`src/rtl/bsr_cfg.svh`:
```
// Purpose: Named constants for the blind relay controller
// Assumes: 40 MHz ref_clk, times held in milliseconds
// Notes: Register offsets are byte addresses on AXI4-Lite
`ifndef BSR_CFG_SVH
`define BSR_CFG_SVH
`define BSR_CLK_PERIOD_NS 25
`define BSR_MS_NS 1000000
`define BSR_MS_CYCLES ((`BSR_MS_NS + `BSR_CLK_PERIOD_NS - 1) / `BSR_CLK_PERIOD_NS)
`define BSR_SHORT_MS 16'h015e
`define BSR_GAP_MS 16'h0bb8
`define BSR_JOG_MS 16'h012c
`define BSR_OFFDLY_DIV 16'h0014
`define BSR_TOL_MUL 19'h00005
`define BSR_SLAT_DEF_MS 16'h03e8
`define BSR_STEPS_DEF 8'h0a
`define BSR_STEPS_MIN 4'h5
`define BSR_STEPS_MAX 4'hf
`define BSR_SLAT_DIV 20'h0000a
`define BSR_A_CTRL 8'h00
`define BSR_A_STAT 8'h04
`define BSR_A_UPT 8'h08
`define BSR_A_DNT 8'h0c
`define BSR_A_SLT 8'h10
`define BSR_A_STP 8'h14
`define BSR_C_BIST 0
`define BSR_C_BLIND 1
`define BSR_C_TCAL 2
`define BSR_C_SCAL 3
`define BSR_C_DEF 4
`define BSR_S_PASS 4
`define BSR_S_FAIL 5
`define BSR_RESP_OK 2'h0
`define BSR_RESP_DEC 2'h3
`endif

```
`src/rtl/bsr_pkg.sv`:
```
// Purpose: Types for the blind relay controller
// Assumes: Constants live in bsr_cfg.svh
// Notes: State codes are one-hot
package bsr_pkg;
  typedef enum logic [2:0] {
    M_IDLE = 3'b001,
    M_UP = 3'b010,
    M_DN = 3'b100
  } bsr_mot_t;
  typedef enum logic [4:0] {
    C_OFF = 5'b00001,
    C_TRAV = 5'b00010,
    C_SLAT = 5'b00100,
    C_JOGU = 5'b01000,
    C_JOGD = 5'b10000
  } bsr_cal_t;
  typedef struct packed {
    logic blindMode;
    logic bistable;
  } bsr_ctrl_t;
endpackage : bsr_pkg

```
`src/rtl/bsr_blind_ctrl.sv`:
```
// Purpose: Time-based blind/shutter relay controller with calibration
// Assumes: Switch inputs synchronous to ref_clk, high means closed
// Notes: Software reaches timing and control over AXI4-Lite
// Functional notes
// - Bistable: closed up switch closes up relay
// - Bistable: open up switch opens up relay
// - Bistable: switch change while running stops motor
// - Bistable: closed down switch closes down relay
// - Bistable: open down switch opens down relay
// - Travel times reset to zero, calibration needed
// - Recalibration rejected beyond 20% of stored
// - Two opening times within 20%
// - Two closing times within 20%
// - Travel movements start within 3 s
// - Store mean opening and closing times
// - Success shown by short up-down jog
// - Slat calibration: short press moves one step
// - Up and down step counts equal
// - Step count above 5 and below 15
// - Slat movements start within 3 s
// - Slat calibration needs step count 10
// - New slat time is old times count/10
// - Slat rotation time defaults to 1 s
// - Monostable press under 350 ms steps slats
// - Motor runs extra 5% off-delay
//
// Decided for this implementation: the AXI4-Lite slave port and the address map.
`timescale 1ns/1ps
`default_nettype none
`include "bsr_cfg.svh"
module bsr_blind_ctrl import bsr_pkg::*; #(
  parameter int unsigned MS_CYCLES = `BSR_MS_CYCLES,
  parameter int ADDR_W = 8
) (
  input wire logic ref_clk,
  input wire logic reset,
  input wire logic upSwitchInput,
  input wire logic downSwitchInput,
  output logic upMotorRelay,
  output logic downMotorRelay,
  input wire logic s_axi_awvalid,
  output logic s_axi_awready,
  input wire logic [ADDR_W-1:0] s_axi_awaddr,
  input wire logic s_axi_wvalid,
  output logic s_axi_wready,
  input wire logic [31:0] s_axi_wdata,
  input wire logic [3:0] s_axi_wstrb,
  output logic s_axi_bvalid,
  input wire logic s_axi_bready,
  output logic [1:0] s_axi_bresp,
  input wire logic s_axi_arvalid,
  output logic s_axi_arready,
  input wire logic [ADDR_W-1:0] s_axi_araddr,
  output logic s_axi_rvalid,
  input wire logic s_axi_rready,
  output logic [31:0] s_axi_rdata,
  output logic [1:0] s_axi_rresp
);
  bsr_mot_t mot_q, mot_d;
  bsr_cal_t cal_q;
  bsr_ctrl_t ctrl_q;
  logic [31:0] pre_q;
  logic tick_q;
  logic upPrev_q, dnPrev_q, halt_q, used_q;
  logic [15:0] pressMs_q, runMs_q, idleMs_q, limMs_q, limMs_d;
  logic limOn_q, limOn_d;
  logic [15:0] upTime_q, dnTime_q, slatTime_q;
  logic [7:0] steps_q;
  logic [15:0] dur_q [4];
  logic [3:0] cnt_q [4];
  logic [1:0] idx_q;
  logic moved_q, pass_q, fail_q;
  logic awready_q, wready_q, bvalid_q, awFull_q, wFull_q;
  logic arready_q, rvalid_q;
  logic [1:0] bresp_q, rresp_q;
  logic [ADDR_W-1:0] awAddr_q;
  logic [31:0] wData_q, rdata_q;
  wire [31:0] wMask;
  logic [3:0] wStrb_q;

  // Relays are bits of the one-hot motor state, so they never overlap
  assign upMotorRelay = mot_q[1];
  assign downMotorRelay = mot_q[2];
  assign s_axi_awready = awready_q;
  assign s_axi_wready = wready_q;
  assign s_axi_bvalid = bvalid_q;
  assign s_axi_bresp = bresp_q;
  assign s_axi_arready = arready_q;
  assign s_axi_rvalid = rvalid_q;
  assign s_axi_rdata = rdata_q;
  assign s_axi_rresp = rresp_q;

  // Switch edges and derived conditions
  wire upSw = upSwitchInput;
  wire dnSw = downSwitchInput;
  wire upRise = upSw & ~upPrev_q;
  wire dnRise = dnSw & ~dnPrev_q;
  wire upFall = ~upSw & upPrev_q;
  wire dnFall = ~dnSw & dnPrev_q;
  wire swChange = (upSw ^ upPrev_q) | (dnSw ^ dnPrev_q);
  wire motIdle = (mot_q == M_IDLE);
  // A run whose own switch reads open, e.g. after a mode change mid-step
  wire runOpen = ((mot_q == M_UP) && !upSw) || ((mot_q == M_DN) && !dnSw);
  wire jogging = (cal_q == C_JOGU) || (cal_q == C_JOGD);
  wire limHit = limOn_q && (runMs_q >= limMs_q);
  wire shortOk = pressMs_q < `BSR_SHORT_MS;
  wire [15:0] upFull = upTime_q + upTime_q / `BSR_OFFDLY_DIV;
  wire [15:0] dnFull = dnTime_q + dnTime_q / `BSR_OFFDLY_DIV;
  wire upFullOn = (upTime_q != 16'h0000) && (cal_q != C_TRAV);
  wire dnFullOn = (dnTime_q != 16'h0000) && (cal_q != C_TRAV);
  wire [15:0] stepMs = (steps_q == 8'h00) ? slatTime_q : slatTime_q / {8'h00, steps_q};
  wire longUp = upSw & ~dnSw & ~used_q & ~shortOk;
  wire longDn = dnSw & ~upSw & ~used_q & ~shortOk;

  // Motor decision: jog first, then the switch mode in force
  always_comb begin
    mot_d = mot_q;
    limMs_d = limMs_q;
    limOn_d = limOn_q;
    if (jogging) begin
      if (motIdle) begin
        mot_d = (cal_q == C_JOGU) ? M_UP : M_DN;
        limMs_d = `BSR_JOG_MS;
        limOn_d = 1'b1;
      end else if (limHit) begin
        mot_d = M_IDLE;
      end
    end else if (ctrl_q.bistable) begin
      if (!motIdle) begin
        if (swChange || limHit) begin
          mot_d = M_IDLE;
        end else if (runOpen) begin
          mot_d = M_IDLE;
        end
      end else if (upSw && !dnSw && !halt_q) begin
        mot_d = M_UP;
        limMs_d = upFull;
        limOn_d = upFullOn;
      end else if (dnSw && !upSw && !halt_q) begin
        mot_d = M_DN;
        limMs_d = dnFull;
        limOn_d = dnFullOn;
      end
    end else begin
      if (!motIdle) begin
        if (limHit || upRise || dnRise) begin
          mot_d = M_IDLE;
        end
      end else if ((upFall || dnFall) && !used_q && shortOk) begin
        mot_d = upFall ? M_UP : M_DN;
        limMs_d = stepMs;
        limOn_d = 1'b1;
      end else if (longUp) begin
        mot_d = M_UP;
        limMs_d = upFull;
        limOn_d = upFullOn;
      end else if (longDn) begin
        mot_d = M_DN;
        limMs_d = dnFull;
        limOn_d = dnFullOn;
      end
    end
  end

  wire startEv = motIdle && (mot_d != M_IDLE);
  wire stopEv = !motIdle && (mot_d == M_IDLE);
  wire startUp = (mot_d == M_UP);

  // Millisecond tick; the divider is long, hence a parameter
  always_ff @(posedge ref_clk) begin
    if (reset) begin
      pre_q <= 32'h0;
      tick_q <= 1'b0;
    end else begin
      tick_q <= (pre_q == MS_CYCLES - 1);
      pre_q <= (pre_q == MS_CYCLES - 1) ? 32'h0 : pre_q + 32'h1;
    end
  end

  // Motor state and its timers
  always_ff @(posedge ref_clk) begin
    if (reset) begin
      mot_q <= M_IDLE;
      limMs_q <= 16'h0;
      limOn_q <= 1'b0;
      runMs_q <= 16'h0;
      idleMs_q <= 16'h0;
    end else begin
      mot_q <= mot_d;
      limMs_q <= limMs_d;
      limOn_q <= limOn_d;
      if (startEv) runMs_q <= 16'h0;
      else if (tick_q && !motIdle && runMs_q != 16'hffff) runMs_q <= runMs_q + 16'h1;
      if (startEv || stopEv) idleMs_q <= 16'h0;
      else if (tick_q && motIdle && idleMs_q != 16'hffff) idleMs_q <= idleMs_q + 16'h1;
    end
  end

  // Press tracking; a press that stopped the motor is not reused
  always_ff @(posedge ref_clk) begin
    if (reset) begin
      upPrev_q <= 1'b0;
      dnPrev_q <= 1'b0;
      pressMs_q <= 16'h0;
      used_q <= 1'b0;
      halt_q <= 1'b0;
    end else begin
      upPrev_q <= upSw;
      dnPrev_q <= dnSw;
      if (upRise || dnRise) pressMs_q <= 16'h0;
      else if (tick_q && (upSw || dnSw) && pressMs_q != 16'hffff) pressMs_q <= pressMs_q + 16'h1;
      if (upRise || dnRise) used_q <= !motIdle;
      else if (startEv) used_q <= 1'b1;
      // Halt holds the stop until both bistable switches are open
      if (ctrl_q.bistable && stopEv && !jogging) halt_q <= 1'b1;
      else if (!upSw && !dnSw) halt_q <= 1'b0;
    end
  end

  // Calibration evaluation terms
  function automatic logic within20(input logic [15:0] base, input logic [15:0] val);
    logic [15:0] diff;
    diff = (val > base) ? val - base : base - val;
    return ({3'b000, diff} * `BSR_TOL_MUL) <= {3'b000, base};
  endfunction : within20
  wire [16:0] sumUp = {1'b0, dur_q[0]} + {1'b0, dur_q[2]};
  wire [16:0] sumDn = {1'b0, dur_q[1]} + {1'b0, runMs_q};
  wire [15:0] meanUp = sumUp[16:1];
  wire [15:0] meanDn = sumDn[16:1];
  wire travOk = within20(dur_q[0], dur_q[2])
    && within20(dur_q[1], runMs_q)
    && (upTime_q == 16'h0 || within20(upTime_q, meanUp))
    && (dnTime_q == 16'h0 || within20(dnTime_q, meanDn));
  wire travEnd = (cal_q == C_TRAV) && stopEv && (idx_q == 2'h3);
  wire startUpPhaseOk = (mot_q == M_DN);
  wire travPass = travEnd && startUpPhaseOk && travOk;
  wire gapOut = moved_q && motIdle && (idleMs_q >= `BSR_GAP_MS);
  wire [3:0] nSteps = cnt_q[0];
  wire slatEq = (cnt_q[1] == nSteps) && (cnt_q[2] == nSteps) && (cnt_q[3] == nSteps);
  wire slatRange = (nSteps > `BSR_STEPS_MIN) && (nSteps < `BSR_STEPS_MAX);
  wire slatPass = (cal_q == C_SLAT) && gapOut && (idx_q == 2'h3) && slatEq && slatRange;
  wire [19:0] slatProd = {4'h0, slatTime_q} * {16'h0, nSteps};
  wire [19:0] slatQuot = slatProd / `BSR_SLAT_DIV;
  wire [15:0] newSlat = slatQuot[15:0];

  // Register write decode
  wire doWrite = awFull_q && wFull_q && !bvalid_q;
  wire wrCtrl = doWrite && (awAddr_q == `BSR_A_CTRL);
  wire wrStat = doWrite && (awAddr_q == `BSR_A_STAT);
  wire wrUpt = doWrite && (awAddr_q == `BSR_A_UPT);
  wire wrDnt = doWrite && (awAddr_q == `BSR_A_DNT);
  wire wrSlt = doWrite && (awAddr_q == `BSR_A_SLT);
  wire wrStp = doWrite && (awAddr_q == `BSR_A_STP);
  wire wrHit = wrCtrl | wrStat | wrUpt | wrDnt | wrSlt | wrStp;
  wire [31:0] wMasked = wData_q & wMask;
  wire tcalGo = wrCtrl && wMasked[`BSR_C_TCAL];
  wire scalGo = wrCtrl && wMasked[`BSR_C_SCAL];
  wire defGo = wrCtrl && wMasked[`BSR_C_DEF];

  // Byte strobes widen to a bit mask
  genvar gb;
  generate
    for (gb = 0; gb < 4; gb++) begin : g_mask
      assign wMask[8*gb +: 8] = {8{wStrb_q[gb]}};
    end
  endgenerate

  // Calibration sequencer
  always_ff @(posedge ref_clk) begin
    if (reset) begin
      cal_q <= C_OFF;
      idx_q <= 2'h0;
      moved_q <= 1'b0;
      pass_q <= 1'b0;
      fail_q <= 1'b0;
      for (int i = 0; i < 4; i++) begin
        dur_q[i] <= 16'h0;
        cnt_q[i] <= 4'h0;
      end
    end else begin
      // Software clears the sticky flags; a same-cycle set wins
      if (wrStat && wMasked[`BSR_S_PASS]) pass_q <= 1'b0;
      if (wrStat && wMasked[`BSR_S_FAIL]) fail_q <= 1'b0;
      if (startEv) moved_q <= 1'b1;
      case (cal_q)
        C_OFF: begin
          idx_q <= 2'h0;
          moved_q <= 1'b0;
          for (int i = 0; i < 4; i++) cnt_q[i] <= 4'h0;
          if (tcalGo) cal_q <= C_TRAV;
          else if (scalGo && steps_q == `BSR_STEPS_DEF) cal_q <= C_SLAT;
          else if (scalGo) fail_q <= 1'b1;
        end
        C_TRAV: begin
          if (stopEv) begin
            dur_q[idx_q] <= runMs_q;
            idx_q <= idx_q + 2'h1;
            if ((mot_q == M_UP) == idx_q[0]) begin
              cal_q <= C_OFF;
              fail_q <= 1'b1;
            end else if (idx_q == 2'h3) begin
              cal_q <= travPass ? C_JOGU : C_OFF;
              pass_q <= pass_q | travPass;
              fail_q <= fail_q | !travPass;
            end
          end else if (gapOut) begin
            cal_q <= C_OFF;
            fail_q <= 1'b1;
          end
        end
        C_SLAT: begin
          if (startEv) begin
            if (startUp != idx_q[0]) cnt_q[idx_q] <= cnt_q[idx_q] + 4'h1;
            else if (idx_q != 2'h3) begin
              idx_q <= idx_q + 2'h1;
              cnt_q[idx_q + 2'h1] <= 4'h1;
            end else begin
              cal_q <= C_OFF;
              fail_q <= 1'b1;
            end
          end else if (gapOut) begin
            cal_q <= slatPass ? C_JOGU : C_OFF;
            pass_q <= pass_q | slatPass;
            fail_q <= fail_q | !slatPass;
          end
        end
        C_JOGU: if (stopEv) cal_q <= C_JOGD;
        C_JOGD: if (stopEv) cal_q <= C_OFF;
        default: cal_q <= C_OFF;
      endcase
      if (defGo) cal_q <= C_OFF;
    end
  end

  // Stored timing; calibration results win over software writes
  always_ff @(posedge ref_clk) begin
    if (reset) begin
      ctrl_q <= '0;
      upTime_q <= 16'h0;
      dnTime_q <= 16'h0;
      slatTime_q <= `BSR_SLAT_DEF_MS;
      steps_q <= `BSR_STEPS_DEF;
    end else if (defGo) begin
      upTime_q <= 16'h0;
      dnTime_q <= 16'h0;
      slatTime_q <= `BSR_SLAT_DEF_MS;
      steps_q <= `BSR_STEPS_DEF;
    end else begin
      if (wrCtrl && wStrb_q[0]) ctrl_q <= {wData_q[`BSR_C_BLIND], wData_q[`BSR_C_BIST]};
      if (travPass) begin
        upTime_q <= meanUp;
        dnTime_q <= meanDn;
      end else begin
        if (wrUpt) upTime_q <= (upTime_q & ~wMask[15:0]) | wMasked[15:0];
        if (wrDnt) dnTime_q <= (dnTime_q & ~wMask[15:0]) | wMasked[15:0];
      end
      if (slatPass) slatTime_q <= newSlat;
      else if (wrSlt) slatTime_q <= (slatTime_q & ~wMask[15:0]) | wMasked[15:0];
      if (wrStp && wStrb_q[0]) steps_q <= wData_q[7:0];
    end
  end

  // Read mux; status shows relays, calibration need and progress
  wire calReq = (upTime_q == 16'h0) || (dnTime_q == 16'h0);
  wire [31:0] statWord = {26'h0, fail_q, pass_q, cal_q != C_OFF, calReq, mot_q[2], mot_q[1]};
  wire rdHit = (s_axi_araddr == `BSR_A_CTRL) || (s_axi_araddr == `BSR_A_STAT)
    || (s_axi_araddr == `BSR_A_UPT) || (s_axi_araddr == `BSR_A_DNT)
    || (s_axi_araddr == `BSR_A_SLT) || (s_axi_araddr == `BSR_A_STP);
  wire [31:0] rdMux =
    (s_axi_araddr == `BSR_A_CTRL) ? {30'h0, ctrl_q.blindMode, ctrl_q.bistable} :
    (s_axi_araddr == `BSR_A_STAT) ? statWord :
    (s_axi_araddr == `BSR_A_UPT) ? {16'h0, upTime_q} :
    (s_axi_araddr == `BSR_A_DNT) ? {16'h0, dnTime_q} :
    (s_axi_araddr == `BSR_A_SLT) ? {16'h0, slatTime_q} :
    (s_axi_araddr == `BSR_A_STP) ? {24'h0, steps_q} : 32'h0;

  // AXI4-Lite write channels; address and data taken in either order
  always_ff @(posedge ref_clk) begin
    if (reset) begin
      awready_q <= 1'b0;
      wready_q <= 1'b0;
      awFull_q <= 1'b0;
      wFull_q <= 1'b0;
      bvalid_q <= 1'b0;
      bresp_q <= `BSR_RESP_OK;
      awAddr_q <= '0;
      wData_q <= 32'h0;
      wStrb_q <= 4'h0;
    end else begin
      if (awready_q && s_axi_awvalid) begin
        awready_q <= 1'b0;
        awFull_q <= 1'b1;
        awAddr_q <= s_axi_awaddr;
      end else if (!awFull_q && !bvalid_q) awready_q <= 1'b1;
      if (wready_q && s_axi_wvalid) begin
        wready_q <= 1'b0;
        wFull_q <= 1'b1;
        wData_q <= s_axi_wdata;
        wStrb_q <= s_axi_wstrb;
      end else if (!wFull_q && !bvalid_q) wready_q <= 1'b1;
      if (doWrite) begin
        awFull_q <= 1'b0;
        wFull_q <= 1'b0;
        bvalid_q <= 1'b1;
        bresp_q <= wrHit ? `BSR_RESP_OK : `BSR_RESP_DEC;
      end else if (bvalid_q && s_axi_bready) bvalid_q <= 1'b0;
    end
  end

  // AXI4-Lite read channel; data one cycle after the address is taken
  always_ff @(posedge ref_clk) begin
    if (reset) begin
      arready_q <= 1'b0;
      rvalid_q <= 1'b0;
      rdata_q <= 32'h0;
      rresp_q <= `BSR_RESP_OK;
    end else begin
      if (arready_q && s_axi_arvalid) begin
        arready_q <= 1'b0;
        rvalid_q <= 1'b1;
        rdata_q <= rdMux;
        rresp_q <= rdHit ? `BSR_RESP_OK : `BSR_RESP_DEC;
      end else if (rvalid_q && s_axi_rready) rvalid_q <= 1'b0;
      else if (!rvalid_q && !arready_q) arready_q <= 1'b1;
    end
  end

  wire bistCalm = ctrl_q.bistable && !jogging && !defGo;
endmodule : bsr_blind_ctrl
`default_nettype wire

```
`config.mk`:
```
export PLATFORM = sky130hd
export DESIGN_NAME = bsr_blind_ctrl
export DESIGN_NICKNAME = d
export VERILOG_FILES = /design/src/rtl/bsr_pkg.sv /design/src/rtl/bsr_blind_ctrl.sv
export VERILOG_INCLUDE_DIRS = /design/src /design/src/rtl
export SDC_FILE = /design/constraint.sdc
export NUM_CORES = 2
export LEC_CHECK = 0
export BUFFER_PORTS_ARGS = -buffer_cell sky130_fd_sc_hd__buf_2
export CORE_MARGIN = 2
export CORE_UTILIZATION = 45
export CTS_CLUSTER_SIZE = 25
export DETAILED_ROUTE_END_ITERATION = 6
export SLEW_MARGIN = 20
export SYNTH_ARGS = -nofsm -noshare
export SYNTH_HDL_FRONTEND = slang
export SYNTH_SLANG_ARGS = --single-unit
```
`constraint.sdc`:
```
create_clock -name ref_clk -period 34.5 [get_ports ref_clk]
set_input_delay 6.9 -clock ref_clk [delete_from_list [all_inputs] [get_ports ref_clk]]
set_output_delay 6.9 -clock ref_clk [all_outputs]
set_load 0.02 [all_outputs]
```
==> results.tsv <==
metric	value	unit
status	finished clean	
ys async rst share	0	%
DR vias	34846	
CTS tree	done	
sequential area share after synthesis	17.26	%
leak pwr	0.01734	uW
crit share post-route	92.73	%
ys flop type	dfxtp_1	
Worst EP required	34.95	ns
drt pass-1 iters	7	
Setup Viol. Count Final	0	
slew margin rel.	30.63	%
library cells used by synthesis	110	
starting density of the core	45.49	%
Reg clk slew, reported paths	0.06	ns
Vias per Instance	5.900	
cts hold-fix bufs	0	
std cell rows	105	
cell types occupying the most area after synthesis	ha_1 17%, dfxtp_1 12%, a21oi_1 5.2%	
Nets	5418	
Die Ht	292.1	microns
antenna-violating nets left	0	
mapped cell area	0.03736	sq mm
Critical Setup Path Class	flop to flop	
crit end category	flop	
Crit-path slowest cell	or4_4	
Max clock buf depth	3	
Pins Over Slew Limit	0	
Syn Area/Cell	7.672	sq um
top-area cell type share of the netlist area	17.08	%
first-pass GRT wire length	178.8	mm
clk_skew	0.04359	ns
worst vdd ir	283.3	uV
initial antenna violation count	7	
RePlAce Congestion	0.9315	
Startpoint Class	flop	
total CTS buffers	39	
Ports	104	
Max Cap Viol	0	
Wirelength per Cell	19.14	microns
clock latency on the worst-skew pair	0.59	ns
gr usage total	25.82	%
total core area	0.08211	sq mm
Worst Hold Slack	0.4514	ns
largest net degree at the start of global routing	68	
cell taking the most area after synthesis	ha_1	
# DRC	0	
drt initial violations	2859	
Top cell by count, worst path	o21a_1	
fin util	48.73	%
share of cells above drive strength 1	6.744	%
FF-to-FF Start	steps_q[7]$_SDFFE_PP0P_	
Hold EP	awAddr_q[1]$_SDFFE_PP0P_	
# placed instances	5825	
EDFF count, synth	64	
worst setup margin	2.508	ns
actual slew at the worst max-slew pin	1.041	ns
Cell Pwr Density	82.24	mW/mm^2
CP arrival	32.45	ns
Fin. Hold Viols	0	
area grow syn2layout	7.104	%
maximum clock rate	31.26	MHz
die area	0.08533	sq mm
Yosys warnings	0	
Setup WS pre-CTS	0.3731	ns
worst hold stages	2	
Final HPWL DP	89.84	mm
Worst R2R End	limMs_q[0]$_SDFFE_PP0P_	
Worst Reg2Reg Path Length in Cells	157	
Sink Count	290	
Port Buffer Count	69	
vias in the first global route	32463	
FF+latch count, synth	290	
# fillers	8146	
non-filler cells, final	5906	
Root Buffer	clkbuf_16	
HP Start	awAddr_q[1]$_SDFFE_PP0P_	
critical path fanouts, max	16	
type of the worst min-delay path	flop to flop	
total gr overflow	0	
H-Tree Depth	2	
Crit path largest cell delay	0.54	ns
flop-to-flop setup slack	2.51	ns
Die W	292.1	microns
Final Critical Period	31.99	ns
synthesized instance count	4869	
Routed WL	113.0	mm
## Yosys cell counts (57+ instances only)
cell type / instances
and2_1: 108
a21oi_1: 386
clkbuf_1: 184
inv_1: 348
nand4_1: 65
edfxtp_1: 64
o21a_1: 86
a21o_1: 144
nor2_1: 482
xnor2_1: 205
nand3_1: 110
o21bai_1: 90
ha_1: 510
mux2i_1: 123
nand2b_1: 59
nor4_1: 57
xor2_1: 101
o21ai_0: 238
a211oi_1: 83
nand2_1: 345
dfxtp_1: 226
nor3_1: 130
## worst max-delay path: cells and delay by family, from the launching register on
kind	cells	cell delay, ns
compound gates	101	19.21
simple gates	32	5.60
fa+ha+maj	16	4.71
mux	3	0.96
buf+inv	5	0.93
flops	1	0.47
## area by class of cell
class | count | area (sq um) | share of cell area [%]
antenna | 2 | 5.005 | 0.01251
clock buffer | 52 | 1086 | 2.714
clock inverter | 20 | 311.5 | 0.7787
inverter | 356 | 1336 | 3.340
multi-input combinational | 3991 | 28720 | 71.78
sequential | 290 | 6446 | 16.11
tap | 1070 | 1339 | 3.346
timing repair buffer | 125 | 768.2 | 1.920
## kinds of logic (layout without fill, tap and decap cells)
logic type	Yosys count	in the layout	share of synthesized area [%]
and+or+nand+nor	1556	1556	20.14
other	1	18	0.01004
xor gates and xnor gates	306	306	7.174
AOI/OAI and AO/OA	1375	1375	24.33
adders and majority gates	561	561	19.63
buffers and inverters	603	553	6.387
muxes	177	177	5.068
DFF	290	290	17.26
## power breakdown
group	total [uW]	internal, uW	switching, uW
registers	393	365	28.2
logic	2460	1040	1410
clock network	441	270	171
total	3290	1680	1610
## through the flow
stage | TNS (ns) | power [uW] | instance area, sq um
4_1_cts | 0 | 3250 | 39850
6_report | 0 | 3290 | 40010
3_3_place_gp | 0 | 2764 | 38450
2_1_floorplan | 0 | 2352 | 37410
5_1_grt | -0.08132 | 3644 | 40010
3_5_place_dp | 0 | 2787 | 38450
## how the worst max path moves through the flow
| stage | endpoint | startpoint | depth (start not counted) | slack, ns |
|---|---|---|---|---|
| 6_report | limMs_q[0]$_SDFFE_PP0P_ | steps_q[7]$_SDFFE_PP0P_ | 157 | 2.51 |
| 5_1_grt | limMs_q[0]$_SDFFE_PP0P_ | steps_q[7]$_SDFFE_PP0P_ | 157 | -0.08 |
| 4_1_cts | limMs_q[0]$_SDFFE_PP0P_ | steps_q[7]$_SDFFE_PP0P_ | 154 | 0.28 |
| 3_5_place_dp | limMs_q[0]$_SDFFE_PP0P_ | steps_q[7]$_SDFFE_PP0P_ | 154 | 0.37 |
| 3_3_place_gp | limMs_q[0]$_SDFFE_PP0P_ | steps_q[6]$_SDFFE_PP0P_ | 155 | 0.86 |
| 2_1_floorplan | limMs_q[0]$_SDFFE_PP0P_ | steps_q[7]$_SDFFE_PP0P_ | 155 | 3.99 |
## layout by cell type, fill, tap and decap left out, types with 18 or more instances in the layout
| cell | instances |
|---|---|
| nor2_1 | 478 |
| or2_2 | 18 |
| a221oi_1 | 24 |
| and2_1 | 108 |
| clkbuf_16 | 40 |
| nand3_1 | 110 |
| fa_1 | 44 |
| xor2_1 | 101 |
| nor3_1 | 127 |
| o211ai_1 | 25 |
| a21oi_1 | 383 |
| buf_2 | 68 |
| a211oi_1 | 82 |
| inv_1 | 348 |
| edfxtp_1 | 64 |
| or3_1 | 25 |
| o21ai_0 | 235 |
| dfxtp_1 | 226 |
| ha_1 | 510 |
| o21a_1 | 86 |
| xnor2_1 | 205 |
| a22oi_1 | 18 |
| buf_4 | 57 |
| nand2_1 | 343 |
| o31ai_1 | 34 |
| nor4_1 | 52 |
| nand4_1 | 65 |
| a31oi_1 | 33 |
| nand2b_1 | 58 |
| and3_1 | 34 |
| mux2i_1 | 123 |
| mux2_2 | 44 |
| nor2b_1 | 51 |
| a21o_1 | 144 |
| o21bai_1 | 90 |
## metal layers
layer	global-route usage [%]	wire (microns)	up-vias
met3	3.136	7437	173
met5	0	35	-
met4	7.870	3346	6
met1	36.80	53570	16281
li1	-	-	17325
met2	40.51	48650	1061
## timing repair
| action | 4_1_cts | 5_1_grt |
|---|---|---|
| resized for setup | 0 | 24 |
| buffers inserted | 0 | 7 |
| endpoints found under the setup margin | 0 | 2 |
Power figures use the tool's default switching activity.
